File: src/pchr_pkg.sv
package pchr_pkg;
   // Clock of the bank (PCI clock domain)
   localparam int CLK_PERIOD_NS = 4;

   // Configuration offsets (byte addresses, dword aligned)
   localparam logic [7:0] OFS_MEM_BASE = 8'h10;
   localparam logic [7:0] OFS_SUBSYS_ID = 8'h2C;
   localparam logic [7:0] OFS_CAP_PTR = 8'h34;
   localparam logic [7:0] OFS_INT_LAT = 8'h3C;

   // Memory base register
   localparam logic [31:0] MEM_BASE_RESET = 32'h00000000;
   localparam logic [31:0] MEM_BASE_WMASK = 32'hFFFFF800;
   localparam int MEM_BASE_LSB = 11;

   // Capabilities pointer
   localparam logic [7:0] CAP_PTR_PM = 8'h50;
   localparam logic [7:0] CAP_PTR_NONE = 8'h00;
   localparam int EE_NEW_CAP_BIT = 15;

   // Interrupt and latency fields
   localparam logic [7:0] MAX_LAT_VALUE = 8'h28;
   localparam logic [7:0] MIN_GNT_VALUE = 8'h14;
   localparam logic [7:0] INT_PIN_VALUE = 8'h01;
   localparam logic [7:0] INT_LINE_RESET = 8'h00;

   // EEPROM load sequencing
   localparam logic [15:0] LOAD_START_CYCLES = 16'h0032;
   localparam logic [15:0] LOAD_MIN_DEFAULT = 16'h6B08;
   localparam logic [15:0] LOAD_CNT_MAX = 16'hFFFF;
   localparam logic [5:0] EE_ADDR_CONFIG = 6'h00;
   localparam logic [5:0] EE_ADDR_VENDOR = 6'h01;
   localparam logic [5:0] EE_ADDR_SUBSYS = 6'h02;

   // Serial EEPROM timing and framing
   localparam int EE_SK_PERIOD_NS = 2000;
   localparam int EE_HALF_CYCLES_INT = EE_SK_PERIOD_NS / (2 * CLK_PERIOD_NS);
   localparam logic [7:0] EE_HALF_CYCLES = 8'(EE_HALF_CYCLES_INT);
   localparam logic [2:0] EE_READ_OP = 3'h6;
   localparam logic [4:0] EE_CMD_LAST = 5'h08;
   localparam logic [4:0] EE_DATA_LAST = 5'h10;

   typedef struct packed {
      logic valid;
      logic write;
      logic [7:0] addr;
      logic [3:0] byteEn;
      logic [31:0] wdata;
   } pchr_cfg_req_type;

   typedef struct packed {
      logic valid;
      logic retry;
      logic [31:0] rdata;
   } pchr_cfg_rsp_type;

   typedef struct packed {
      logic cs;
      logic sk;
      logic dout;
   } pchr_ee_pins_type;
endpackage : pchr_pkg

File: src/pchr_ee_reader.sv
`timescale 1ns/1ps
module pchr_ee_reader (
   // Clock and reset
   input wire logic clk,
   input wire logic srst,
   // Word request
   input wire logic start,
   input wire logic [5:0] wordAddr,
   output logic busy,
   output logic done,
   output logic [15:0] word,
   // Serial EEPROM pins
   output pchr_pkg::pchr_ee_pins_type eePins,
   input wire logic eeDataIn
);
   typedef enum logic [1:0] {EE_IDLE, EE_CMD, EE_DATA, EE_END} pchr_ee_state_type;

   pchr_ee_state_type state;
   logic [7:0] divCnt;
   logic [4:0] bitCnt;
   logic [8:0] cmdShift;
   logic sk;
   logic sync1;
   logic sync2;
   logic sync3;
   logic diLevel;

   wire tick = (divCnt == pchr_pkg::EE_HALF_CYCLES - 8'h01);
   wire fallEdge = tick & sk;
   wire active = (state == EE_CMD) | (state == EE_DATA);

   assign busy = (state != EE_IDLE);
   assign eePins.cs = active;
   assign eePins.sk = sk;
   assign eePins.dout = (state == EE_CMD) & cmdShift[8];

   // Input filter: level follows once the two later stages agree
   always_ff @(posedge clk) begin
      sync1 <= eeDataIn;
      sync2 <= sync1;
      sync3 <= sync2;
      if (srst) begin
         diLevel <= 1'b0;
      end else if (sync2 == sync3) begin
         diLevel <= sync3;
      end
   end

   always_ff @(posedge clk) begin
      if (srst || !active || tick) begin
         divCnt <= 8'h00;
      end else begin
         divCnt <= divCnt + 8'h01;
      end
   end

   always_ff @(posedge clk) begin
      if (srst || !active) begin
         sk <= 1'b0;
      end else if (tick) begin
         sk <= ~sk;
      end
   end

   always_ff @(posedge clk) begin
      if (srst) begin
         state <= EE_IDLE;
         bitCnt <= 5'h00;
         cmdShift <= 9'h000;
         word <= 16'h0000;
         done <= 1'b0;
      end else begin
         done <= 1'b0;
         case (state)
            EE_IDLE: begin
               if (start) begin
                  cmdShift <= {pchr_pkg::EE_READ_OP, wordAddr};
                  bitCnt <= pchr_pkg::EE_CMD_LAST;
                  state <= EE_CMD;
               end
            end
            EE_CMD: begin
               if (fallEdge) begin
                  cmdShift <= {cmdShift[7:0], 1'b0};
                  bitCnt <= bitCnt - 5'h01;
                  if (bitCnt == 5'h00) begin
                     bitCnt <= pchr_pkg::EE_DATA_LAST;
                     state <= EE_DATA;
                  end
               end
            end
            EE_DATA: begin
               // Dummy zero shifts out of the top, data lands MSB first
               if (fallEdge) begin
                  word <= {word[14:0], diLevel};
                  bitCnt <= bitCnt - 5'h01;
                  if (bitCnt == 5'h00) begin
                     state <= EE_END;
                  end
               end
            end
            EE_END: begin
               done <= 1'b1;
               state <= EE_IDLE;
            end
            default: begin
               state <= EE_IDLE;
            end
         endcase
      end
   end
endmodule : pchr_ee_reader

File: src/pchr_regs.sv
`timescale 1ns/1ps
module pchr_regs #(
   parameter logic [15:0] LOAD_MIN_CYCLES = pchr_pkg::LOAD_MIN_DEFAULT
) (
   // Clock and reset
   input wire logic clk,
   input wire logic srst,
   // Configuration access
   input pchr_pkg::pchr_cfg_req_type cfgReq,
   output pchr_pkg::pchr_cfg_rsp_type cfgRsp,
   // CSR memory decode
   input wire logic [31:0] memAddr,
   output logic memHit,
   // Status towards the rest of the header
   output logic newCapEnabled,
   output logic subsysLoaded,
   output logic [7:0] interruptLine,
   // Serial EEPROM
   output pchr_pkg::pchr_ee_pins_type eePins,
   input wire logic eeDataIn
);
   typedef enum logic [2:0] {LD_WAIT, LD_CONFIG, LD_VENDOR, LD_SUBSYS, LD_HOLD, LD_DONE} pchr_load_state_type;

   pchr_load_state_type loadState;
   logic [15:0] loadCnt;
   logic [31:0] memBase;
   logic [7:0] intLine;
   logic [15:0] eeConfig;
   logic [15:0] subsysVendor;
   logic [15:0] subsysId;
   logic rspValid;
   logic rspRetry;
   logic [31:0] rspData;
   logic readerBusy;
   logic readerDone;
   logic [15:0] readerWord;

   // Load sequencing
   wire startHit = (loadState == LD_WAIT) & (loadCnt == pchr_pkg::LOAD_START_CYCLES - 16'h0001);
   wire [15:0] loadEnd = pchr_pkg::LOAD_START_CYCLES + LOAD_MIN_CYCLES;
   wire minElapsed = (loadCnt >= loadEnd);
   wire nextRead = readerDone & ((loadState == LD_CONFIG) | (loadState == LD_VENDOR));
   wire readerStart = startHit | nextRead;
   wire [5:0] readerAddr = (loadState == LD_WAIT) ? pchr_pkg::EE_ADDR_CONFIG :
                           (loadState == LD_CONFIG) ? pchr_pkg::EE_ADDR_VENDOR :
                           pchr_pkg::EE_ADDR_SUBSYS;

   // Address decode
   wire [5:0] dwordIdx = cfgReq.addr[7:2];
   wire hitBase = (dwordIdx == pchr_pkg::OFS_MEM_BASE[7:2]);
   wire hitSubsys = (dwordIdx == pchr_pkg::OFS_SUBSYS_ID[7:2]);
   wire hitCap = (dwordIdx == pchr_pkg::OFS_CAP_PTR[7:2]);
   wire hitInt = (dwordIdx == pchr_pkg::OFS_INT_LAT[7:2]);
   wire wrBase = cfgReq.valid & cfgReq.write & hitBase;
   wire wrInt = cfgReq.valid & cfgReq.write & hitInt & cfgReq.byteEn[0];
   wire rdRetry = cfgReq.valid & ~cfgReq.write & hitSubsys & ~subsysLoaded;

   // Byte-lane write of the base, low bits never stored
   wire [31:0] laneMask;
   for (genvar lane = 0; lane < 4; lane++) begin : gLane
      assign laneMask[8 * lane +: 8] = {8{cfgReq.byteEn[lane]}};
   end
   wire [31:0] baseWrMask = laneMask & pchr_pkg::MEM_BASE_WMASK;
   wire [31:0] next_memBase = (memBase & ~baseWrMask) | (cfgReq.wdata & baseWrMask);

   // Read data per register
   wire [31:0] baseRead = memBase & pchr_pkg::MEM_BASE_WMASK;
   wire [31:0] subsysRead = {subsysId, subsysVendor};
   wire [7:0] capPtr = eeConfig[pchr_pkg::EE_NEW_CAP_BIT] ? pchr_pkg::CAP_PTR_PM : pchr_pkg::CAP_PTR_NONE;
   wire [31:0] capRead = {24'h000000, capPtr};
   wire [31:0] intRead = {pchr_pkg::MAX_LAT_VALUE, pchr_pkg::MIN_GNT_VALUE,
                          pchr_pkg::INT_PIN_VALUE, intLine};
   logic [31:0] readData;
   always_comb begin
      if (hitBase) begin
         readData = baseRead;
      end else if (hitSubsys) begin
         readData = subsysRead;
      end else if (hitCap) begin
         readData = capRead;
      end else if (hitInt) begin
         readData = intRead;
      end else begin
         readData = 32'h00000000;
      end
   end

   assign cfgRsp.valid = rspValid;
   assign cfgRsp.retry = rspRetry;
   assign cfgRsp.rdata = rspData;
   assign memHit = (memAddr[31:pchr_pkg::MEM_BASE_LSB] == memBase[31:pchr_pkg::MEM_BASE_LSB]);
   assign newCapEnabled = eeConfig[pchr_pkg::EE_NEW_CAP_BIT];
   assign subsysLoaded = (loadState == LD_DONE);
   assign interruptLine = intLine;

   pchr_ee_reader eeReader (
      .clk(clk),
      .srst(srst),
      .start(readerStart),
      .wordAddr(readerAddr),
      .busy(readerBusy),
      .done(readerDone),
      .word(readerWord),
      .eePins(eePins),
      .eeDataIn(eeDataIn)
   );

   // Cycle count since reset release, saturating
   always_ff @(posedge clk) begin
      if (srst) begin
         loadCnt <= 16'h0000;
      end else if (loadCnt != pchr_pkg::LOAD_CNT_MAX) begin
         loadCnt <= loadCnt + 16'h0001;
      end
   end

   always_ff @(posedge clk) begin
      if (srst) begin
         loadState <= LD_WAIT;
      end else begin
         case (loadState)
            LD_WAIT: begin
               if (startHit && !readerBusy) begin
                  loadState <= LD_CONFIG;
               end
            end
            LD_CONFIG: begin
               if (readerDone) begin
                  loadState <= LD_VENDOR;
               end
            end
            LD_VENDOR: begin
               if (readerDone) begin
                  loadState <= LD_SUBSYS;
               end
            end
            LD_SUBSYS: begin
               if (readerDone) begin
                  loadState <= LD_HOLD;
               end
            end
            LD_HOLD: begin
               if (minElapsed) begin
                  loadState <= LD_DONE;
               end
            end
            LD_DONE: begin
               loadState <= LD_DONE;
            end
            default: begin
               loadState <= LD_WAIT;
            end
         endcase
      end
   end

   // EEPROM words captured; no host path writes them
   always_ff @(posedge clk) begin
      if (srst) begin
         eeConfig <= 16'h0000;
         subsysVendor <= 16'h0000;
         subsysId <= 16'h0000;
      end else if (readerDone) begin
         if (loadState == LD_CONFIG) begin
            eeConfig <= readerWord;
         end
         if (loadState == LD_VENDOR) begin
            subsysVendor <= readerWord;
         end
         if (loadState == LD_SUBSYS) begin
            subsysId <= readerWord;
         end
      end
   end

   always_ff @(posedge clk) begin
      if (srst) begin
         memBase <= pchr_pkg::MEM_BASE_RESET;
         intLine <= pchr_pkg::INT_LINE_RESET;
      end else begin
         if (wrBase) begin
            memBase <= next_memBase;
         end
         if (wrInt) begin
            intLine <= cfgReq.wdata[7:0];
         end
      end
   end

   // One-cycle answer to every configuration request
   always_ff @(posedge clk) begin
      if (srst) begin
         rspValid <= 1'b0;
         rspRetry <= 1'b0;
         rspData <= 32'h00000000;
      end else begin
         rspValid <= cfgReq.valid;
         rspRetry <= rdRetry;
         if (cfgReq.valid && !cfgReq.write && !rdRetry) begin
            rspData <= readData;
         end else if (cfgReq.valid) begin
            rspData <= 32'h00000000;
         end
      end
   end
endmodule : pchr_regs

File: config.mk
export PLATFORM = sky130hd
export DESIGN_NAME = pchr_regs
export DESIGN_NICKNAME = d
export VERILOG_FILES = /design/src/pchr_pkg.sv /design/src/pchr_ee_reader.sv /design/src/pchr_regs.sv
export SDC_FILE = /design/constraint.sdc
export NUM_CORES = 1
export LEC_CHECK = 0
export ABC_AREA = 1
export BUFFER_PORTS_ARGS = -buffer_cell sky130_fd_sc_hd__buf_2
export CAP_MARGIN = 20
export CORE_MARGIN = 5
export CORE_UTILIZATION = 57
export DETAILED_ROUTE_END_ITERATION = 16
export PLACE_DENSITY_LB_ADDON = 0.15
export SLEW_MARGIN = 0
export SYNTH_ARGS = -nofsm -noshare
export SYNTH_HDL_FRONTEND = slang
export SYNTH_SLANG_ARGS = --single-unit
export TNS_END_PERCENT = 1
File: constraint.sdc
create_clock -name clk -period 3.4 [get_ports clk]
set_input_delay 0.68 -clock clk [delete_from_list [all_inputs] [get_ports clk]]
set_output_delay 0.68 -clock clk [all_outputs]
set_load 0.01 [all_outputs]
==> results of run 1 <==
## synthesized netlist by cell type (all sizes together) (6+ instances only)
cell / number
nand2: 212
dfxtp: 161
nor2: 138
inv: 113
a21oi: 109
o21ai: 73
nand3: 56
buf: 25
clkbuf: 22
nand4: 20
xnor2: 15
xor2: 14
ha: 11
nor3: 10
o22ai: 10
o211ai: 6
## logic make-up after synthesis
family / Yosys count / share of synthesized area (%)
xor+xnor: 29 / 3.421
buf+inv: 162 / 9.488
compound gates: 205 / 14.78
simple gates: 446 / 27.05
fa+ha+maj: 11 / 1.854
flops: 161 / 43.41
## stage by stage
stage | setup WS (ns) | instance area [um2] | utilization, % | cells | hold slack [ns]
CTS | 1.025 | 8559 | 67.55 | 1285 | 0.3511
global route | 0.8195 | 8559 | 67.55 | 1285 | 0.3568
detailed placement | 1.059 | 7980 | 62.98 | 1256 | 0.3280
floorplan | 1.427 | 7425 | - | 1014 | 0.3096
global placement | 1.080 | 7980 | 62.98 | 1256 | 0.3116
finish | 1.059 | 8559 | 67.55 | 1285 | 0.3426
## worst max-delay path by stage
stage	to	depth (start not counted)	from	slack [ns]
after floorplan	memHit	5	memAddr[30]	1.43
after global placement	memHit	7	memAddr[29]	1.08
after detailed placement	memHit	7	memAddr[11]	1.06
after CTS	memHit	7	register	1.03
after global routing	memHit	7	register	0.82
final	memHit	7	register	1.06
## report_power, final
part	switching [uW]	total [uW]	leakage, uW	internal (uW)
Combinational	380	575	0.00203	195
Sequential	38.2	1980	0.00130	1940
Clock	711	1880	0.000284	1160
Total	1130	4430	0.00361	3300
## routing by layer
layer  vias up  global-route usage, %
li1       3454                      -
met1      3026                  32.60
met2       173                  36.25
met3        18                  4.541
met4         0                  4.928
met5         -                      0
## layout by cell type (no fill, tap or decap), types with 10 or more instances in the layout
| cell | count |
|---|---|
| a21oi_1 | 105 |
| buf_2 | 112 |
| clkbuf_16 | 17 |
| dfxtp_1 | 161 |
| ha_1 | 11 |
| inv_1 | 99 |
| inv_2 | 14 |
| nand2_1 | 204 |
| nand3_1 | 48 |
| nand4_1 | 19 |
| nor2_1 | 125 |
| o21ai_0 | 55 |
| o21ai_1 | 18 |
| o22ai_1 | 10 |
| xnor2_1 | 15 |
| xor2_1 | 14 |
## worst max-delay path, delay by kind of cell, from the launching register on
kind	cells	cell delay [ns]
and+or+nand+nor	5	0.72
DFF	1	0.29
buffers and inverters	2	0.24
## final cells by class
type / instances / area, um2
clock buffers: 24 / 501.7
multi-input cells: 691 / 3497
well taps: 172 / 215.2
repair buffers: 117 / 610.6
flip-flops and latches: 161 / 3223
fillers: 1128 / 4111
clock inverters: 5 / 77.57
inverters: 115 / 434.2
==> results.txt, run 1 <==
Clock root cell: clkbuf_16
Met3 routed WL: 1078 um
Hold Path End: eeReader.sync2$_DFF_P_
Post-route setup TNS: 0 ns
Status: finished, final reports clean
Total number of H-tree levels: 4
Worst clock skew: 0.005828 ns
CP Cell Sequence: inv_1, or2_2, nand3_1, nor3_1, nand4_1, nor2_1, buf_2
Worst setup EP type: primary output
Crit path DAT: 1.66 ns
HPWL after DPL: 12,190 um
RR Endpoint: eeReader.word[6]$_SDFFE_PP0P_
Crit start category: register
Remaining routing DRC violations: 0
Initial drt markers: 564
Relative slew slack: 46.36%
Worst EP required: 2.72 ns
Top routing layer in use: met4
Hold depth: 0
Grt total ovfl: 0
Die height: 124.1 um
Largest cells by area after synthesis: dfxtp_1, nand2_1, a21oi_1, nor2_1, inv_1
Mapped Avg Cell Area: 7.322 um2
Clock transition at the registers of the reported paths: 0.06 ns
Die Wd: 124.1 um
Die ar.: 15,410 um2
All-Layer GR Usage: 22.93%
Synth cell types: 42
Initial Util: 58.60%
Worst setup path class: register to primary output
Slowest cell on crit path: dfxtp_1
ANT cells: 0
Clock Latency Late Sink: 0.42 ns
Final Cycle Share: 68.85%
Cells after synthesis: 1,014
Post-synth top flop: dfxtp_1
Fmax: 427.2 MHz
Longest Clk Path Bufs: 2
Net count, final: 1,195
Ratio of cells with drive above 1 in the final layout: 18.15%
Post-route ant nets: 0
Setup Viol. Count Final: 0
HP Class: register to register
Power after layout: 4426 uW
Yosys top cell by area: dfxtp_1
Vias in the first global route: 5,926
Row Count: 41
Sequential share of the synthesized area: 43.41%
Metal-1 WL: 8441 um
Post-DR vias/cell: 5.191
Yosys warning count: 0
P per Cell Area: 517.0 nW/um2
Leak: 0.003611 uW
R2R setup slack: 1.25 ns
Hold Buf Count CTS: 0
Share of the synthesized area in the top cell type: 43.41%
CTS tree: built
Clk sinks: 161
Initial antenna violation count: 0
HP Start: eeReader.sync1$_DFF_P_
Syn_nets: 1,106
Gpl congestion: 0.8727
Post-CTS setup buffer count: 0
Post-synth ARST share: 0%
Tmin final: 2.341 ns
Routed wl met2: 8057 um
Final wirelength: 17,720 um
Drt wl/cell: 13.79 um
First drt pass iteration count: 6
# port buffers: 112
Max VDD drop: 412.9 uV
CTS buffer count: 17
Worst-path fanout max: 4
Post-CTS Resized: 0
FF-to-FF Start: eeReader.divCnt[0]$_SDFF_PP0_
First-pass GRT wire length: 28,240 um
Worst-Margin Slew: 0.8027 ns
Max-cap violations: 0
EDFF count, synth: 0
RSZ-0062 raised after global routing: no
Worst R2R Path Depth: 8
Hold Fails Final Rpt: 0
Crit-path max cell delay: 0.29 ns
P&R area growth vs syn: 15.28%
Post-Syn Area: 7425 um2
Synthesized flop and latch total: 161
Max Slew Vio Count: 0
I/O pin cnt: 129
Largest net degree at the start of global routing: 47
Core Box Area: 12,670 um2
DR vias: 6,671
No activity file was read; power rests on OpenSTA's default activity.
==> inputs of run 2 (changes only) <==
CORE_UTILIZATION = 56   (was 57)
clock period = 2.3 ns   (was 3.4 ns; I/O delays follow)
==> results.txt, run 2 (synthesized netlist as in run 1, its figures left out) <==
Slowest cell on crit path: dfxtp_1
Initial antenna violation count: 0 (unchanged)
Post-DR vias/cell: 5.045 (-2.8%)
Net count, final: 1,201 (+0.50%)
All-Layer GR Usage: 21.57% (-1.4 points)
Final Cycle Share: 91.52%
Leak: 0.003635 uW (+0.66%)
CP dominant cell by count: nand2_1
P per Cell Area: 749.5 nW/um2 (+45%)
Crit path DAT: 1.64 ns (-0.02 ns)
Longest Clk Path Bufs: 2 (unchanged)
Max VDD drop: 534.2 uV (+29%)
Clock Latency Late Sink: 0.42 ns (about the same)
Largest net degree at the start of global routing: 71 (+51%)
Design Area, Final: 8596 um2 (+0.42%)
Die height: 125.1 um (+0.82%)
Worst R2R Path Depth: 8 (unchanged)
Total number of H-tree levels: 4 (unchanged)
Setup Viol. Count Final: 0 (unchanged)
Largest delay share family, worst path: simple AND/OR/NAND/NOR gates
Max Slew Vio Count: 0 (unchanged)
Grt total ovfl: 0 (unchanged)
Final wirelength: 16,810 um (-5.1%)
Commonest non-fill, non-tap cells in the layout: nand2_1, dfxtp_1, nor2_1
Ratio of cells with drive above 1 in the final layout: 18.48% (+0.33 points)
CTS tree: built
CTS buffer count: 17 (unchanged)
First drt pass iteration count: 5 (-1)
Hold Slack: 0.1397 ns (-0.2029 ns)
FF-to-FF Start: loadCnt[0]$_SDFFE_PP0P_
Post-route setup TNS: 0 ns (unchanged)
HPWL after DPL: 11,860 um (-2.7%)
ANT cells: 0 (unchanged)
Max-cap violations: 0 (unchanged)
Hold Path End: eeReader.sync1$_DFF_P_
Row Count: 42 (+2.4%)
First-pass GRT wire length: 28,650 um (+1.4%)
Post-route ant nets: 0 (unchanged)
HP Class: input pin to register
Tmin final: 2.105 ns
Clock root cell: clkbuf_16
Crit path depth: 6 (-1)
Crit start category: register
Status: finished, final reports clean
Vias in the first global route: 6,005 (+1.3%)
Remaining routing DRC violations: 0 (unchanged)
Post-CTS Resized: 0 (unchanged)
Initial Util: 56.51% (-2.1 points)
HP Start: eeDataIn
Worst setup path class: register to primary output
DR vias: 6,538 (-2.0%)
RSZ-0062 raised after global routing: no
Worst-path fanout max: 3 (-1)
Hold Buf Count CTS: 0 (unchanged)
Placed Area: 8043 um2 (+0.78%)
P&R area growth vs syn: 15.77%
CP Cell Sequence: xnor2_1, nand2_1, nor4_1, nand2_1, nor2_1, buf_2
Worst setup EP type: primary output
R2R setup slack: 0.47 ns (-0.78 ns)
Initial drt markers: 359 (-36%)
Core Box Area: 13,140 um2 (+3.7%)
Crit-path max cell delay: 0.38 ns (+0.09 ns)
Buf/Inv on CP: 1 (-1)
Fmax: 475.1 MHz
RR Endpoint: loadCnt[0]$_SDFFE_PP0P_
Clk sinks: 161 (unchanged)
Drt wl/cell: 12.97 um (-5.9%)
Fin util: 65.43% (-2.1 points)
Worst-Margin Slew: 0.4677 ns (-0.3349 ns)
Post-CTS setup buffer count: 0 (unchanged)
Hold depth: 1 (+1)
Relative slew slack: 68.82% (+22 points)
Gpl congestion: 0.8106 (-7.1%)
Hold Fails Final Rpt: 0 (unchanged)
Die ar.: 15,660 um2 (+1.6%)
Clock transition at the registers of the reported paths: 0.06 ns (about the same)
Commonest non-fill, non-tap cell in the layout: nand2_1
Die Wd: 125.1 um (+0.82%)
Worst EP required: 1.84 ns (-0.88 ns)
I/O pin cnt: 129 (unchanged)
# port buffers: 112 (unchanged)
Worst clock skew: 0.008832 ns (+0.003003 ns)
==> run 2: final cells by class <==
class | count | area, um2
multi-input cells | 691 | 3497
repair buffers | 123 | 668.1
flip-flops and latches | 161 | 3223
clock buffers | 23 | 467.9
fillers | 1199 | 4542
clock inverters | 7 | 85.08
inverters | 115 | 434.2
well taps | 176 | 220.2
==> run 2: layer usage <==
layer | part of all wire, % | up-vias | global-route usage [%]
li1 | - | 3448 | -
met1 | 48 | 2944 | 29.08
met2 | 47 | 129 | 35.34
met3 | 4.3 | 17 | 4.776
met4 | 1.0 | 0 | 5.548
met5 | 0 | - | 0
==> run 2: metrics by stage <==
stage	instances	total power (uW)	setup slack, ns
3_5_place_dp	1266	3817	0.3926
5_1_grt	1296	6730	0.04708
2_1_floorplan	1014	3636	0.7310
6_report	1296	6442	0.1951
3_3_place_gp	1266	3802	0.3713
4_1_cts	1296	6491	0.1390
==> run 2: where the power goes <==
group | switching (uW) | internal [uW]
Sequential | 52.8 | 2860
Clock | 1050 | 1630
Combinational | 550 | 292
Total | 1650 | 4790
==> run 2: worst max-delay path by stage <==
stage	to	slack [ns]
CTS	memHit	0.14
finish	memHit	0.20
floorplan	loadCnt[5]$_SDFFE_PP0P_	0.73
global placement	memHit	0.37
global route	memHit	0.05
detailed placement	memHit	0.39
